## src/core/sbuf_consts.svh

```systemverilog
`ifndef SBUF_CONSTS_SVH
`define SBUF_CONSTS_SVH


// ----------------------------------------
// Clock and link rates
// ----------------------------------------
`define CLK_HZ 25000000
`define CYC_PER_US (`CLK_HZ / 1000000)
`define HOST_BAUD 9600

// ----------------------------------------
// Times in microseconds
// ----------------------------------------
`define T_CFG_US 1200
`define T_REQ_MIN_US 52
`define T_REQ_MAX_US 1000
`define T_RESP_MIN_US 52
`define T_RESP_MAX_US 78
`define T_RESP_US 65
`define T_GAP_US 52
`define T_DONE_MIN_US 1092
`define T_DONE_MAX_US 1118

// ----------------------------------------
// Field codes, reset values and frame bit indices
// ----------------------------------------
`define MODE_NORMAL 2'h0
`define MODE_ADDR 2'h1
`define MODE_ADDR_BRK 2'h2
`define CTRL_RESET 8'h00
`define ADDR_RESET 8'h00
`define FRAME_LAST 4'h9
`define DATA_LAST 3'h7

`endif

```

## src/core/sbuf_pkg.sv

```systemverilog
package sbuf_pkg;

    // Control byte layout, bit 7 down to bit 0
    typedef struct packed {
        logic burst;
        logic [1:0] mode;
        logic [1:0] baud;
        logic invert;
        logic [1:0] unused;
    } ctrl_type;

    // One received frame
    typedef struct packed {
        logic valid;
        logic brk;
        logic [7:0] data;
    } rx_beat_type;

    typedef enum logic [2:0] {
        LS_IDLE,
        LS_CFG_ADDR,
        LS_CFG_CTRL,
        LS_DELAY,
        LS_SEND,
        LS_GAP
    } link_state_type;

    typedef enum logic [2:0] {
        RX_IDLE,
        RX_START,
        RX_DATA,
        RX_STOP,
        RX_WAIT_HIGH
    } rx_state_type;

endpackage

```

## src/core/serial_rx_buffer_pulse_host.sv

```systemverilog
`include "sbuf_consts.svh"

module serial_rx_buffer_pulse_host #(
    parameter int DEPTH = 32,
    parameter int CFG_MIN_CYC = `T_CFG_US * `CYC_PER_US,
    parameter int REQ_MAX_CYC = `T_REQ_MAX_US * `CYC_PER_US,
    parameter int BIT_CYC = `CLK_HZ / `HOST_BAUD
) (
    // Clock and reset
    input wire logic ref_clk,
    input wire logic reset,
    // Serial input
    input wire logic serial_in,
    // Host data pin
    input wire logic data_i,
    output logic data_o,
    output logic data_oe,
    // Status pins
    output logic ready,
    output logic empty
);

    localparam int AW = $clog2(DEPTH);
    localparam logic [AW:0] FULL = (AW + 1)'(DEPTH);
    localparam logic [15:0] BIT_T = 16'(BIT_CYC);
    localparam logic [15:0] CFG_T = 16'(CFG_MIN_CYC);
    localparam logic [15:0] REQ_MIN_T = 16'(`T_REQ_MIN_US * `CYC_PER_US);
    localparam logic [15:0] REQ_MAX_T = 16'(REQ_MAX_CYC);
    localparam logic [15:0] RESP_T = 16'(`T_RESP_US * `CYC_PER_US);
    localparam logic [15:0] GAP_T = 16'(`T_GAP_US * `CYC_PER_US);

    // ----------------------------------------
    // Elaboration checks
    // ----------------------------------------
    if (DEPTH < 2 || (DEPTH & (DEPTH - 1)) != 0) begin : g_bad_depth
        $error("DEPTH must be a power of two");
    end
    // A host byte can hold the pin high for nine bit times; a shorter setup limit would mistake it for a pulse
    if (REQ_MAX_CYC >= CFG_MIN_CYC || CFG_MIN_CYC > 65535 || CFG_MIN_CYC <= 9 * BIT_CYC) begin : g_bad_pulse
        $error("Pulse limits out of range");
    end
    if (BIT_CYC * 8 > 65535 || BIT_CYC < 4) begin : g_bad_bit
        $error("BIT_CYC out of range");
    end

    // ----------------------------------------
    // Declarations
    // ----------------------------------------
    logic [7:0] mem_q [DEPTH];
    logic [AW-1:0] wr_ptr_q;
    logic [AW-1:0] rd_ptr_q;
    logic [AW:0] count_q;
    sbuf_pkg::ctrl_type ctrl_q;
    logic [7:0] addr_q;
    logic configured_q;
    logic matched_q;
    sbuf_pkg::link_state_type state_q;
    logic [15:0] hi_cnt_q;
    logic data_d1_q;
    logic [15:0] timer_q;
    logic [3:0] bit_idx_q;
    logic [9:0] shift_q;
    logic first_q;
    logic data_q;
    logic data_oe_q;
    logic ready_q;
    logic empty_q;
    sbuf_pkg::rx_beat_type in_beat;
    sbuf_pkg::rx_beat_type cfg_beat;
    logic pulse_end;
    logic cfg_pulse;
    logic req_pulse;
    logic req_take;
    logic cfg_listen;
    logic store_ok;
    logic push;
    logic push_ok;
    logic pop;
    logic cfg_done;

    assign data_o = data_q;
    assign data_oe = data_oe_q;
    assign ready = ready_q;
    assign empty = empty_q;

    // ----------------------------------------
    // Receivers
    // ----------------------------------------
    serial_rx_frame u_in_rx (
        .ref_clk(ref_clk),
        .reset(reset),
        .clear(!configured_q),
        .invert(ctrl_q.invert),
        .divisor(BIT_T << ctrl_q.baud),
        .line(serial_in),
        .beat(in_beat)
    );

    // Host pin bytes are always inverted 9600 baud
    serial_rx_frame u_cfg_rx (
        .ref_clk(ref_clk),
        .reset(reset),
        .clear(!cfg_listen),
        .invert(1'b1),
        .divisor(BIT_T),
        .line(data_i),
        .beat(cfg_beat)
    );

    // ----------------------------------------
    // Pulse measurement
    // ----------------------------------------
    assign cfg_listen = (state_q == sbuf_pkg::LS_CFG_ADDR) || (state_q == sbuf_pkg::LS_CFG_CTRL);
    assign pulse_end = data_d1_q && !data_i;
    assign cfg_pulse = pulse_end && (hi_cnt_q >= CFG_T);
    assign req_pulse = pulse_end && (hi_cnt_q >= REQ_MIN_T) && (hi_cnt_q <= REQ_MAX_T);
    assign req_take = (state_q == sbuf_pkg::LS_IDLE) && configured_q && req_pulse && !cfg_pulse
                      && (count_q != '0);
    assign cfg_done = (state_q == sbuf_pkg::LS_CFG_CTRL) && cfg_beat.valid;

    // Saturating count keeps long holds from wrapping into the request window
    always_ff @(posedge ref_clk or posedge reset) begin
        if (reset) begin
            hi_cnt_q <= 16'h0000;
            data_d1_q <= 1'b0;
        end else begin
            data_d1_q <= data_i && !data_oe_q;
            if (!data_i || data_oe_q) begin
                hi_cnt_q <= 16'h0000;
            end else if (hi_cnt_q != CFG_T) begin
                hi_cnt_q <= hi_cnt_q + 16'h0001;
            end
        end
    end

    // ----------------------------------------
    // Configuration and address matching
    // ----------------------------------------
    always_ff @(posedge ref_clk or posedge reset) begin
        if (reset) begin
            ctrl_q <= `CTRL_RESET;
            addr_q <= `ADDR_RESET;
            configured_q <= 1'b0;
            matched_q <= 1'b0;
        end else begin
            if (cfg_pulse && (state_q == sbuf_pkg::LS_IDLE || cfg_listen)) begin
                configured_q <= 1'b0;
            end else if ((state_q == sbuf_pkg::LS_CFG_ADDR) && cfg_beat.valid) begin
                addr_q <= cfg_beat.data;
            end else if (cfg_done) begin
                ctrl_q <= cfg_beat.data;
                configured_q <= 1'b1;
                matched_q <= 1'b0;
            end else if (in_beat.brk && ctrl_q.mode == `MODE_ADDR_BRK) begin
                matched_q <= 1'b0;
            end else if (in_beat.valid && !matched_q && in_beat.data == addr_q) begin
                matched_q <= 1'b1;
            end
        end
    end

    // ----------------------------------------
    // Byte store
    // ----------------------------------------
    // Mode 11 is undefined and is handled as normal byte mode
    assign store_ok = (ctrl_q.mode != `MODE_ADDR && ctrl_q.mode != `MODE_ADDR_BRK) || matched_q;
    assign push = configured_q && in_beat.valid && store_ok;
    assign push_ok = push && (count_q != FULL);
    assign pop = (state_q == sbuf_pkg::LS_DELAY || state_q == sbuf_pkg::LS_GAP) && (timer_q == 16'h0000);

    always_ff @(posedge ref_clk) begin
        if (push_ok) begin
            mem_q[wr_ptr_q] <= in_beat.data;
        end
    end

    always_ff @(posedge ref_clk or posedge reset) begin
        if (reset) begin
            wr_ptr_q <= '0;
            rd_ptr_q <= '0;
            count_q <= '0;
        end else if (cfg_done) begin
            wr_ptr_q <= '0;
            rd_ptr_q <= '0;
            count_q <= '0;
        end else begin
            if (push_ok) begin
                wr_ptr_q <= wr_ptr_q + 1'b1;
            end
            if (pop) begin
                rd_ptr_q <= rd_ptr_q + 1'b1;
            end
            count_q <= count_q + (AW + 1)'(push_ok) - (AW + 1)'(pop);
        end
    end

    // Status pins lag the count by one cycle
    always_ff @(posedge ref_clk or posedge reset) begin
        if (reset) begin
            ready_q <= 1'b1;
            empty_q <= 1'b1;
        end else begin
            ready_q <= (count_q != FULL);
            empty_q <= (count_q == '0);
        end
    end

    // ----------------------------------------
    // Host link sequencer and transmitter
    // ----------------------------------------
    always_ff @(posedge ref_clk or posedge reset) begin
        if (reset) begin
            state_q <= sbuf_pkg::LS_IDLE;
            timer_q <= 16'h0000;
            bit_idx_q <= 4'h0;
            shift_q <= 10'h000;
            first_q <= 1'b0;
            data_q <= 1'b0;
            data_oe_q <= 1'b0;
        end else begin
            case (state_q)
                sbuf_pkg::LS_IDLE: begin
                    if (cfg_pulse) begin
                        state_q <= sbuf_pkg::LS_CFG_ADDR;
                    end else if (req_take) begin
                        timer_q <= RESP_T - 16'h0001;
                        first_q <= 1'b1;
                        state_q <= sbuf_pkg::LS_DELAY;
                    end
                end
                sbuf_pkg::LS_CFG_ADDR: begin
                    if (cfg_beat.valid) begin
                        state_q <= sbuf_pkg::LS_CFG_CTRL;
                    end
                end
                sbuf_pkg::LS_CFG_CTRL: begin
                    if (cfg_pulse) begin
                        state_q <= sbuf_pkg::LS_CFG_ADDR;
                    end else if (cfg_beat.valid) begin
                        state_q <= sbuf_pkg::LS_IDLE;
                    end
                end
                sbuf_pkg::LS_DELAY, sbuf_pkg::LS_GAP: begin
                    if (timer_q != 16'h0000) begin
                        timer_q <= timer_q - 16'h0001;
                    end else begin
                        shift_q <= {1'b1, mem_q[rd_ptr_q], 1'b0};
                        data_q <= 1'b1;
                        data_oe_q <= 1'b1;
                        bit_idx_q <= 4'h0;
                        timer_q <= BIT_T - 16'h0001;
                        state_q <= sbuf_pkg::LS_SEND;
                    end
                end
                sbuf_pkg::LS_SEND: begin
                    if (timer_q != 16'h0000) begin
                        timer_q <= timer_q - 16'h0001;
                    end else if (bit_idx_q == `FRAME_LAST) begin
                        data_q <= 1'b0;
                        data_oe_q <= 1'b0;
                        if (ctrl_q.burst && count_q != '0) begin
                            timer_q <= GAP_T - 16'h0001;
                            first_q <= 1'b0;
                            state_q <= sbuf_pkg::LS_GAP;
                        end else begin
                            state_q <= sbuf_pkg::LS_IDLE;
                        end
                    end else begin
                        data_q <= ~shift_q[1];
                        shift_q <= {1'b0, shift_q[9:1]};
                        bit_idx_q <= bit_idx_q + 4'h1;
                        timer_q <= BIT_T - 16'h0001;
                    end
                end
                default: begin
                    state_q <= sbuf_pkg::LS_IDLE;
                end
            endcase
        end
    end

    // ----------------------------------------
    // Assertions
    // ----------------------------------------
    localparam int RESP_MIN_CYC = `T_RESP_MIN_US * `CYC_PER_US;
    localparam int RESP_MAX_CYC = `T_RESP_MAX_US * `CYC_PER_US;
    localparam int DONE_MIN_CYC = `T_DONE_MIN_US * `CYC_PER_US;
    localparam int DONE_MAX_CYC = `T_DONE_MAX_US * `CYC_PER_US;
    localparam int GAP_CYC = `T_GAP_US * `CYC_PER_US;

    logic [15:0] resp_cnt_q;
    logic [15:0] idle_run_q;

    // Helper counters seen only by the checks below
    always_ff @(posedge ref_clk or posedge reset) begin
        if (reset) begin
            resp_cnt_q <= 16'h0000;
            idle_run_q <= 16'h0000;
        end else begin
            if (req_take) begin
                resp_cnt_q <= 16'h0000;
            end else if (resp_cnt_q != 16'hFFFF) begin
                resp_cnt_q <= resp_cnt_q + 16'h0001;
            end
            if (data_oe_q) begin
                idle_run_q <= 16'h0000;
            end else if (idle_run_q != 16'hFFFF) begin
                idle_run_q <= idle_run_q + 16'h0001;
            end
        end
    end
endmodule

```

## src/core/serial_rx_frame.sv

```systemverilog
`include "sbuf_consts.svh"

module serial_rx_frame (
    // Clock and reset
    input wire logic ref_clk,
    input wire logic reset,
    // Control
    input wire logic clear,
    input wire logic invert,
    input wire logic [15:0] divisor,
    // Line and result
    input wire logic line,
    output sbuf_pkg::rx_beat_type beat
);

    sbuf_pkg::rx_state_type state_q;
    logic [15:0] timer_q;
    logic [2:0] idx_q;
    logic [7:0] shift_q;
    logic level;

    // Mark reads as one after polarity correction
    assign level = line ^ invert;

    // ----------------------------------------
    // Frame sampling at mid bit
    // ----------------------------------------
    always_ff @(posedge ref_clk or posedge reset) begin
        if (reset) begin
            state_q <= sbuf_pkg::RX_IDLE;
            timer_q <= 16'h0000;
            idx_q <= 3'h0;
            shift_q <= 8'h00;
            beat <= '0;
        end else if (clear) begin
            state_q <= sbuf_pkg::RX_IDLE;
            beat <= '0;
        end else begin
            beat.valid <= 1'b0;
            beat.brk <= 1'b0;
            case (state_q)
                sbuf_pkg::RX_IDLE: begin
                    if (!level) begin
                        timer_q <= divisor >> 1;
                        state_q <= sbuf_pkg::RX_START;
                    end
                end
                sbuf_pkg::RX_START: begin
                    if (timer_q != 16'h0000) begin
                        timer_q <= timer_q - 16'h0001;
                    end else if (!level) begin
                        timer_q <= divisor - 16'h0001;
                        idx_q <= 3'h0;
                        state_q <= sbuf_pkg::RX_DATA;
                    end else begin
                        // Glitch shorter than half a bit
                        state_q <= sbuf_pkg::RX_IDLE;
                    end
                end
                sbuf_pkg::RX_DATA: begin
                    if (timer_q != 16'h0000) begin
                        timer_q <= timer_q - 16'h0001;
                    end else begin
                        shift_q <= {level, shift_q[7:1]};
                        timer_q <= divisor - 16'h0001;
                        idx_q <= idx_q + 3'h1;
                        if (idx_q == `DATA_LAST) begin
                            state_q <= sbuf_pkg::RX_STOP;
                        end
                    end
                end
                sbuf_pkg::RX_STOP: begin
                    if (timer_q != 16'h0000) begin
                        timer_q <= timer_q - 16'h0001;
                    end else if (level) begin
                        beat.valid <= 1'b1;
                        beat.data <= shift_q;
                        state_q <= sbuf_pkg::RX_IDLE;
                    end else begin
                        // Zero byte with missing stop bit is a break
                        beat.brk <= (shift_q == 8'h00);
                        state_q <= sbuf_pkg::RX_WAIT_HIGH;
                    end
                end
                sbuf_pkg::RX_WAIT_HIGH: begin
                    if (level) begin
                        state_q <= sbuf_pkg::RX_IDLE;
                    end
                end
                default: begin
                    state_q <= sbuf_pkg::RX_IDLE;
                end
            endcase
        end
    end

endmodule

```

## config.mk

```make
export PLATFORM = sky130hd
export DESIGN_NAME = serial_rx_buffer_pulse_host
export DESIGN_NICKNAME = d
export VERILOG_FILES = /design/src/core/sbuf_pkg.sv /design/src/core/serial_rx_buffer_pulse_host.sv /design/src/core/serial_rx_frame.sv
export VERILOG_INCLUDE_DIRS = /design/src /design/src/core
export SDC_FILE = /design/constraint.sdc
export NUM_CORES = 1
export LEC_CHECK = 0
export ABC_AREA = 1
export BUFFER_PORTS_ARGS = -buffer_cell sky130_fd_sc_hd__buf_2
export CAP_MARGIN = 10
export CELL_PAD_IN_SITES_DETAIL_PLACEMENT = 1
export CELL_PAD_IN_SITES_GLOBAL_PLACEMENT = 1
export CORE_ASPECT_RATIO = 1.1
export CORE_MARGIN = 5
export CORE_UTILIZATION = 50
export DETAILED_ROUTE_END_ITERATION = 8
export GPL_ROUTABILITY_DRIVEN = 0
export PLACE_DENSITY = 0.83
export SETUP_SLACK_MARGIN = 0.2
export SLEW_MARGIN = 20
export SYNTH_ARGS = -nofsm -noshare
export SYNTH_HDL_FRONTEND = slang
export SYNTH_SLANG_ARGS = --single-unit
```

## constraint.sdc

```tcl
create_clock -name ref_clk -period 19 [get_ports ref_clk]
set_clock_uncertainty 0.1 [all_clocks]
set_input_delay 4.75 -clock ref_clk [delete_from_list [all_inputs] [get_ports ref_clk]]
set_output_delay 4.75 -clock ref_clk [all_outputs]
set_load 0.01 [all_outputs]
```

After elaboration in Yosys (flattened, before gate mapping)
Memory sizes are Yosys's and may differ from the RTL's.
Cells that the tools add are included.
{"block": "totals", "reg_bits": 165, "ramBits": 256, "input_bits": 4, "out_inout_bits": 4, "wordCells": 291, "memories": 1}
{"name": "mem_q", "words": 32, "width": 8, "rd": 1, "rd_ports_with_merged_regs": 0, "wr": 1, "line_no": "serial_rx_buffer_pulse_host.sv:49", "source": "logic [7:0] mem_q [DEPTH];"}
{"block": "classes", "n_addsub": 12, "magnitude_cmp": 3, "n_eq_ne": 63, "n_shift": 1, "mux": 99, "n_bitwise": 7, "n_reduce_logical": 72}
{"cell": "two-way mux 16 bit", "count": 18}
{"cell": "case mux 16 bit (4 select lines)", "count": 2}
{"cell": "two-way mux 3 bit", "count": 31}
{"cell": "two-way mux 10 bit", "count": 9}
{"cell": "subtractor 16 x 1 -> 16 bit (second input constant)", "count": 4}
{"cell": "case mux 16 bit (3 select lines)", "count": 1}
{"cell": "nonzero test 16 bit", "count": 3}
{"cell": "case mux 3 bit (5 select lines)", "count": 3}
{"cell": "inequality test 2 bit (second input constant)", "count": 19}
{"cell": "inequality test 3 bit (second input constant)", "count": 11}
{"cell": "logical AND 1 bit", "count": 21}
{"cell": "AND reduction 3 bit", "count": 7}
{"cell": "two-way mux 5 bit", "count": 4}
{"cell": "case mux 10 bit (2 select lines)", "count": 1}
{"cell": "AND reduction 5 bit", "count": 4}
{"cell": "== test 3 x 2 -> 1 bit (second input constant)", "count": 6}
{"cell": "== test 3 bit (second input constant)", "count": 6}
{"cell": "AND reduction 6 bit", "count": 3}
{"cell": "two-way mux 1 bit", "count": 17}
{"cell": "adder 16 x 1 -> 16 bit (second input constant)", "count": 1}
{"cell": ">= comparator 16 x 11 -> 1 bit (second input constant)", "count": 1}
{"cell": ">= comparator 16 x 15 -> 1 bit (second input constant)", "count": 1}
{"cell": "less-or-equal comparator 16 x 15 -> 1 bit (second input constant)", "count": 1}
{"cell": "logical NOT 16 bit", "count": 1}
{"cell": "36 further kinds", "count": 82}

Longest topological paths before layout
{"block": "logic_depth", "word_depth": 10, "depth_mapped": 18, "mapped_depth_nobuf": 17}

By module
Synthesis repeated with hierarchy kept, for this count alone.
{"block": "hier_totals", "hier_cells": 2495, "area_unflattened_um2": 21802.2}
{"module": "serial_rx_buffer_pulse_host", "instances": 1, "cells_per_inst": 1522, "area_each_um2": 15548.7, "seq_area_each_um2": 9816.9}
{"module": "serial_rx_frame at u_cfg_rx", "instances": 1, "cells_per_inst": 505, "area_each_um2": 3169.3, "seq_area_each_um2": 1001.0}
{"module": "serial_rx_frame at u_in_rx", "instances": 1, "cells_per_inst": 468, "area_each_um2": 3084.2, "seq_area_each_um2": 1001.0}

Least setup slack after synthesis
No wires, ideal clock.
{"block": "synth_timing", "path_type": "input to register", "startpoint": "input port serial_in", "endpoint": "register u_in_rx.timer_q[11]", "setup_time_ps": 117, "arrival_ps": 5727, "required_time_ps": 18783, "slack_ps": 13056, "path_stages": 9, "n_path_buf": 1, "path_cell_list": "xor2_2 -> nand2_2 -> nand2_1 -> nand4_1 -> nand2_2 -> inv_2 -> buf_6 -> nor2_1 -> nor2_1"}
{"block": "synth_via", "elab_chain_len": 3, "word_cells_on_any_way": 4, "cone_classes": "eq/ne (2); bitwise (1); reduce/logical (1)"}
{"item": "start, declared", "line_no": "serial_rx_buffer_pulse_host.sv:13", "source": "input wire logic serial_in,"}
{"item": "bitwise XOR 1 bit *", "line_no": "serial_rx_frame.sv:23", "source": "assign level = line ^ invert;"}
{"item": "inequality test 3 bit (no line) or inequality test 2 bit (tied branches)"}
{"item": "AND reduction 5 bit (no line) *"}
{"item": "end signal, assigned", "line_no": "serial_rx_frame.sv:44", "source": "timer_q <= divisor >> 1;"}
{"item": "end signal, assigned", "line_no": "serial_rx_frame.sv:50", "source": "timer_q <= timer_q - 16'h0001;"}
{"item": "end signal, assigned", "line_no": "serial_rx_frame.sv:52", "source": "timer_q <= divisor - 16'h0001;"}
{"item": "end, declared", "line_no": "serial_rx_frame.sv:17", "source": "logic [15:0] timer_q;"}
Mark *: on every way between the ends. The rest lies on a longest branch, timed or not.
A chain may end at the register's enable or synchronous reset.

Final worst setup path
{"block": "layout_timing", "startpoint": "register ready_q, in the netlist ready", "endpoint": "output port ready"}
{"item": "start, declared", "line_no": "serial_rx_buffer_pulse_host.sv:66", "source": "logic ready_q;"}
{"item": "start signal, assigned", "line_no": "serial_rx_buffer_pulse_host.sv:203", "source": "ready_q <= (count_q != FULL);"}
{"item": "end, declared", "line_no": "serial_rx_buffer_pulse_host.sv:19", "source": "output logic ready,"}
No word-level cell between the ends.

==> flow_metrics.env <==
export IMPL_status="finished, final reports clean"
export IMPL_ys_flop_type="edfxtp_1"
export IMPL_cts_sinks=420
export IMPL_viasPerCell=5.66
export IMPL_synthXorXnorAreaFrac_pct=1.59
export IMPL_synth_top_family_by_area="simple AND/OR/NAND/NOR gates"
export IMPL_internal_power_mw=1.49
export IMPL_cp_required_ns=14.15
export IMPL_clockBufferDepth=3
export IMPL_power_switching_mw=0.389
export IMPL_final_nets=2215
export IMPL_slowest_delay_ns=0.52
export IMPL_pwr_share_seq_pct=51.1
export IMPL_place_inst=2642
export IMPL_wl_met3_um=2020
export IMPL_crit_type="register to primary output"
export IMPL_antenna_found_initial=0
export IMPL_fin_cells=2724
export IMPL_start_util_pct=50.5
export IMPL_power_total_mw=1.88
export IMPL_cts_resized=0
export IMPL_fillers=4516
export IMPL_grt_first_pass_wirelength_um=88500
export IMPL_maxCapViolations=0
export IMPL_rsz0062_at_grt="false"
export IMPL_grt_max_degree=99
export IMPL_synthAdderAreaFrac_pct=2.26
export IMPL_multi_input_area_um2=7290
export IMPL_crit_slowest_cell="dfstp_2"
export IMPL_slew_headroom_pct=27.9
export IMPL_fin_setup_tns_ns=0
export IMPL_grtUsageTotal_pct=24.5
export IMPL_cts_root_buf="clkbuf_16"
export IMPL_cp_start_kind="register"
export IMPL_netlist_area_um2=20300
export IMPL_fmax_mhz=163
export IMPL_swShare_pct=20.7
export IMPL_avgSynthCellArea_um2=9.30
export IMPL_yosys_top_cells_area="edfxtp_1 (38%), dfrtp_1 (20%), nand2_1 (8.1%)"
export IMPL_place_hpwl_um=35400
export IMPL_yosysTopAreaCell="edfxtp_1"
export IMPL_ff_latch_area_um2=11800
export IMPL_yosysSeqAreaShare_pct=58.2
export IMPL_cts_htree_levels=2
export IMPL_area_growth_pct=9.51
export IMPL_dr_pass1_iters=5
export IMPL_hold_viol_final=0
export IMPL_slew_violations=0
export IMPL_muxShareOfSynthArea_pct=0.111
export IMPL_cts_buffers=44
export IMPL_drive_gt1_share_pct=7.96
export IMPL_cts_hold_buf=0
export IMPL_p_leak_nw=8.68
export IMPL_crit_path_max_fanout=1
export IMPL_ios=8
export IMPL_netlist_instances=2179
export IMPL_post_cts_setup_buffer_count=0
export IMPL_clk_pin_slew_ns=0.06
export IMPL_numPortBuffers=7
export IMPL_coreArea_um2=40200
export IMPL_syn_nets=2219
export IMPL_period_minus_slack_ns=6.12
export IMPL_p_clk_share_pct=48.3
export IMPL_insertion_delay_ns=0.59
export IMPL_ir_worst_vdd_v=0.0000708
export IMPL_vias=15420
export IMPL_yosys_area_share_simple_pct=21.5
export IMPL_synth_seq_cells=420
export IMPL_dieArea_um2=44700
export IMPL_combPwrFrac_pct=0.6
export IMPL_num_antenna_cells=0
export IMPL_synthArstFlopShare_pct=39.0
export IMPL_grt_pass1_vias=16315
export IMPL_synth_edf_count=256
export IMPL_overflow=0
export IMPL_worst_pin_slew_ns=1.08
export IMPL_path_cells="buf_2"
export IMPL_wl_met1_um=22400
export IMPL_yosysMostFrequentCell="nand2_1"
export IMPL_synth_common_cells="nand2_1 (440), nor2_1 (347), edfxtp_1 (256)"
export IMPL_arrival_ns=1.27
export IMPL_wl_per_cell_um=20.2
export IMPL_drtIter0Drc=1073
export IMPL_crit_buf_inv=1
export IMPL_hold_class="register to register"
export IMPL_die_h_um=221
export IMPL_powerDensity_nw_per_um2=84.8
export IMPL_wl_met2_um=28200
export IMPL_cts_tree="yes"
export IMPL_synth_compound_area_share_pct=10.5
export IMPL_setup_viol=0
export IMPL_dr_max_layer_used="met4"
export IMPL_yosys_warnings=0
export IMPL_drc=0
export IMPL_die_w_um=202
export IMPL_num_rows=77
export IMPL_crit_path_end_kind="primary output"
export IMPL_fin_crit_sh_pct=32.2
export IMPL_synth_cell_types=58
export IMPL_cp_top_family="flip-flops"
export IMPL_netlist_area_leader_share_pct=37.9
export IMPL_wl_um=54900
export IMPL_ant_nets=0
## sequential cells by signal (all words and copies together), names as in the netlist, 4 cells and up
signal	cells
u_cfg_rx.beat	9
u_in_rx.timer_q	16
shift_q	9
u_in_rx.beat	10
rd_ptr_q	5
ctrl_q	6
wr_ptr_q	5
count_q	6
bit_idx_q	4
u_cfg_rx.timer_q	16
timer_q	16
addr_q	8
hi_cnt_q	16
u_in_rx.shift_q	8
u_cfg_rx.shift_q	8
mem_q	256
## stage by stage
stage	cell area (um^2)	util, %	worst slack (ns)	hold WS [ns]
detailed placement	20700	51.5	12.27	0.370
global route	22200	55.2	12.67	0.408
CTS	22200	55.2	12.85	0.386
global placement	20700	51.5	12.30	0.359
finish	22200	55.2	12.88	0.382
floorplan	20300	-	9.72	0.342
## cells in the final DEF, fill, tap and decap left out, drive strengths merged
master / count
o31ai: 3
nor3: 14
o21a: 1
inv: 218
xnor2: 5
o2111ai: 4
o22ai: 19
o211a: 1
o211ai: 37
bufinv: 7
dfstp: 2
dfrtp: 162
nand4: 26
xor2: 31
ha: 35
and3: 2
nand2: 454
o21ai: 241
nor2: 364
nand3b: 4
or2: 7
a21boi: 3
clkinvlp: 4
a31oi: 3
nor4: 2
edfxtp: 256
a21oi: 52
clkbuf: 51
buf: 20
a22oi: 1
mux2: 2
nand3: 155
a211oi: 3
o21bai: 1
clkinv: 20
fa: 1
## per-layer routing
| layer | vias to the layer above | GRT usage (%) |
|---|---|---|
| li1 | 7313 | - |
| met1 | 7676 | 30.4 |
| met2 | 317 | 43.4 |
| met3 | 114 | 3.27 |
| met4 | 0 | 9.86 |
| met5 | - | 0 |
## cell families after synthesis
logic type / after synthesis
AND/OR/NAND/NOR: 1028
flip-flops: 420
AO/OA/AOI/OAI: 369
buffers and inverters: 288
XOR/XNOR: 36
adder cells (fa/ha/maj): 36
multiplexers: 2
## worst paths after layout
kind,startpoint,end,slack (ns),depth (start not counted)
max in group asynchronous,reset,rd_ptr_q[0],13.03,3
min in group asynchronous,reset,u_cfg_rx.state_q[0],4.24,2
worst min register to register,u_in_rx.idx_q[2],u_in_rx.idx_q[2],0.38,2
worst min-delay path,u_in_rx.idx_q[2],u_in_rx.idx_q[2],0.38,2
worst max-delay path,ready,ready,12.88,1
worst max register to register,timer_q[8],count_q[4],15.35,16
## cell type report
cell class,count,share of cell area (%)
Clock buffer,51,5.12
Timing Repair Buffer,20,0.598
Multi-Input combinational cell,1471,32.8
Inverter,218,3.71
Sequential cell,420,53.2
Tap cell,513,2.89
Clock inverter,31,1.68
## power by group through the flow
| stage | combinational, mW | clock [mW] | sequential [mW] |
|---|---|---|---|
| finish | 0.0119 | 0.908 | 0.962 |
| global route | 0.0141 | 0.967 | 0.961 |
| CTS | 0.0125 | 0.925 | 0.962 |
| detailed placement | 0.0125 | 0 | 0.980 |
| global placement | 0.0121 | 0 | 0.980 |
| floorplan | 0.00837 | 0 | 0.980 |
No activity file was read; power rests on OpenSTA's default activity.
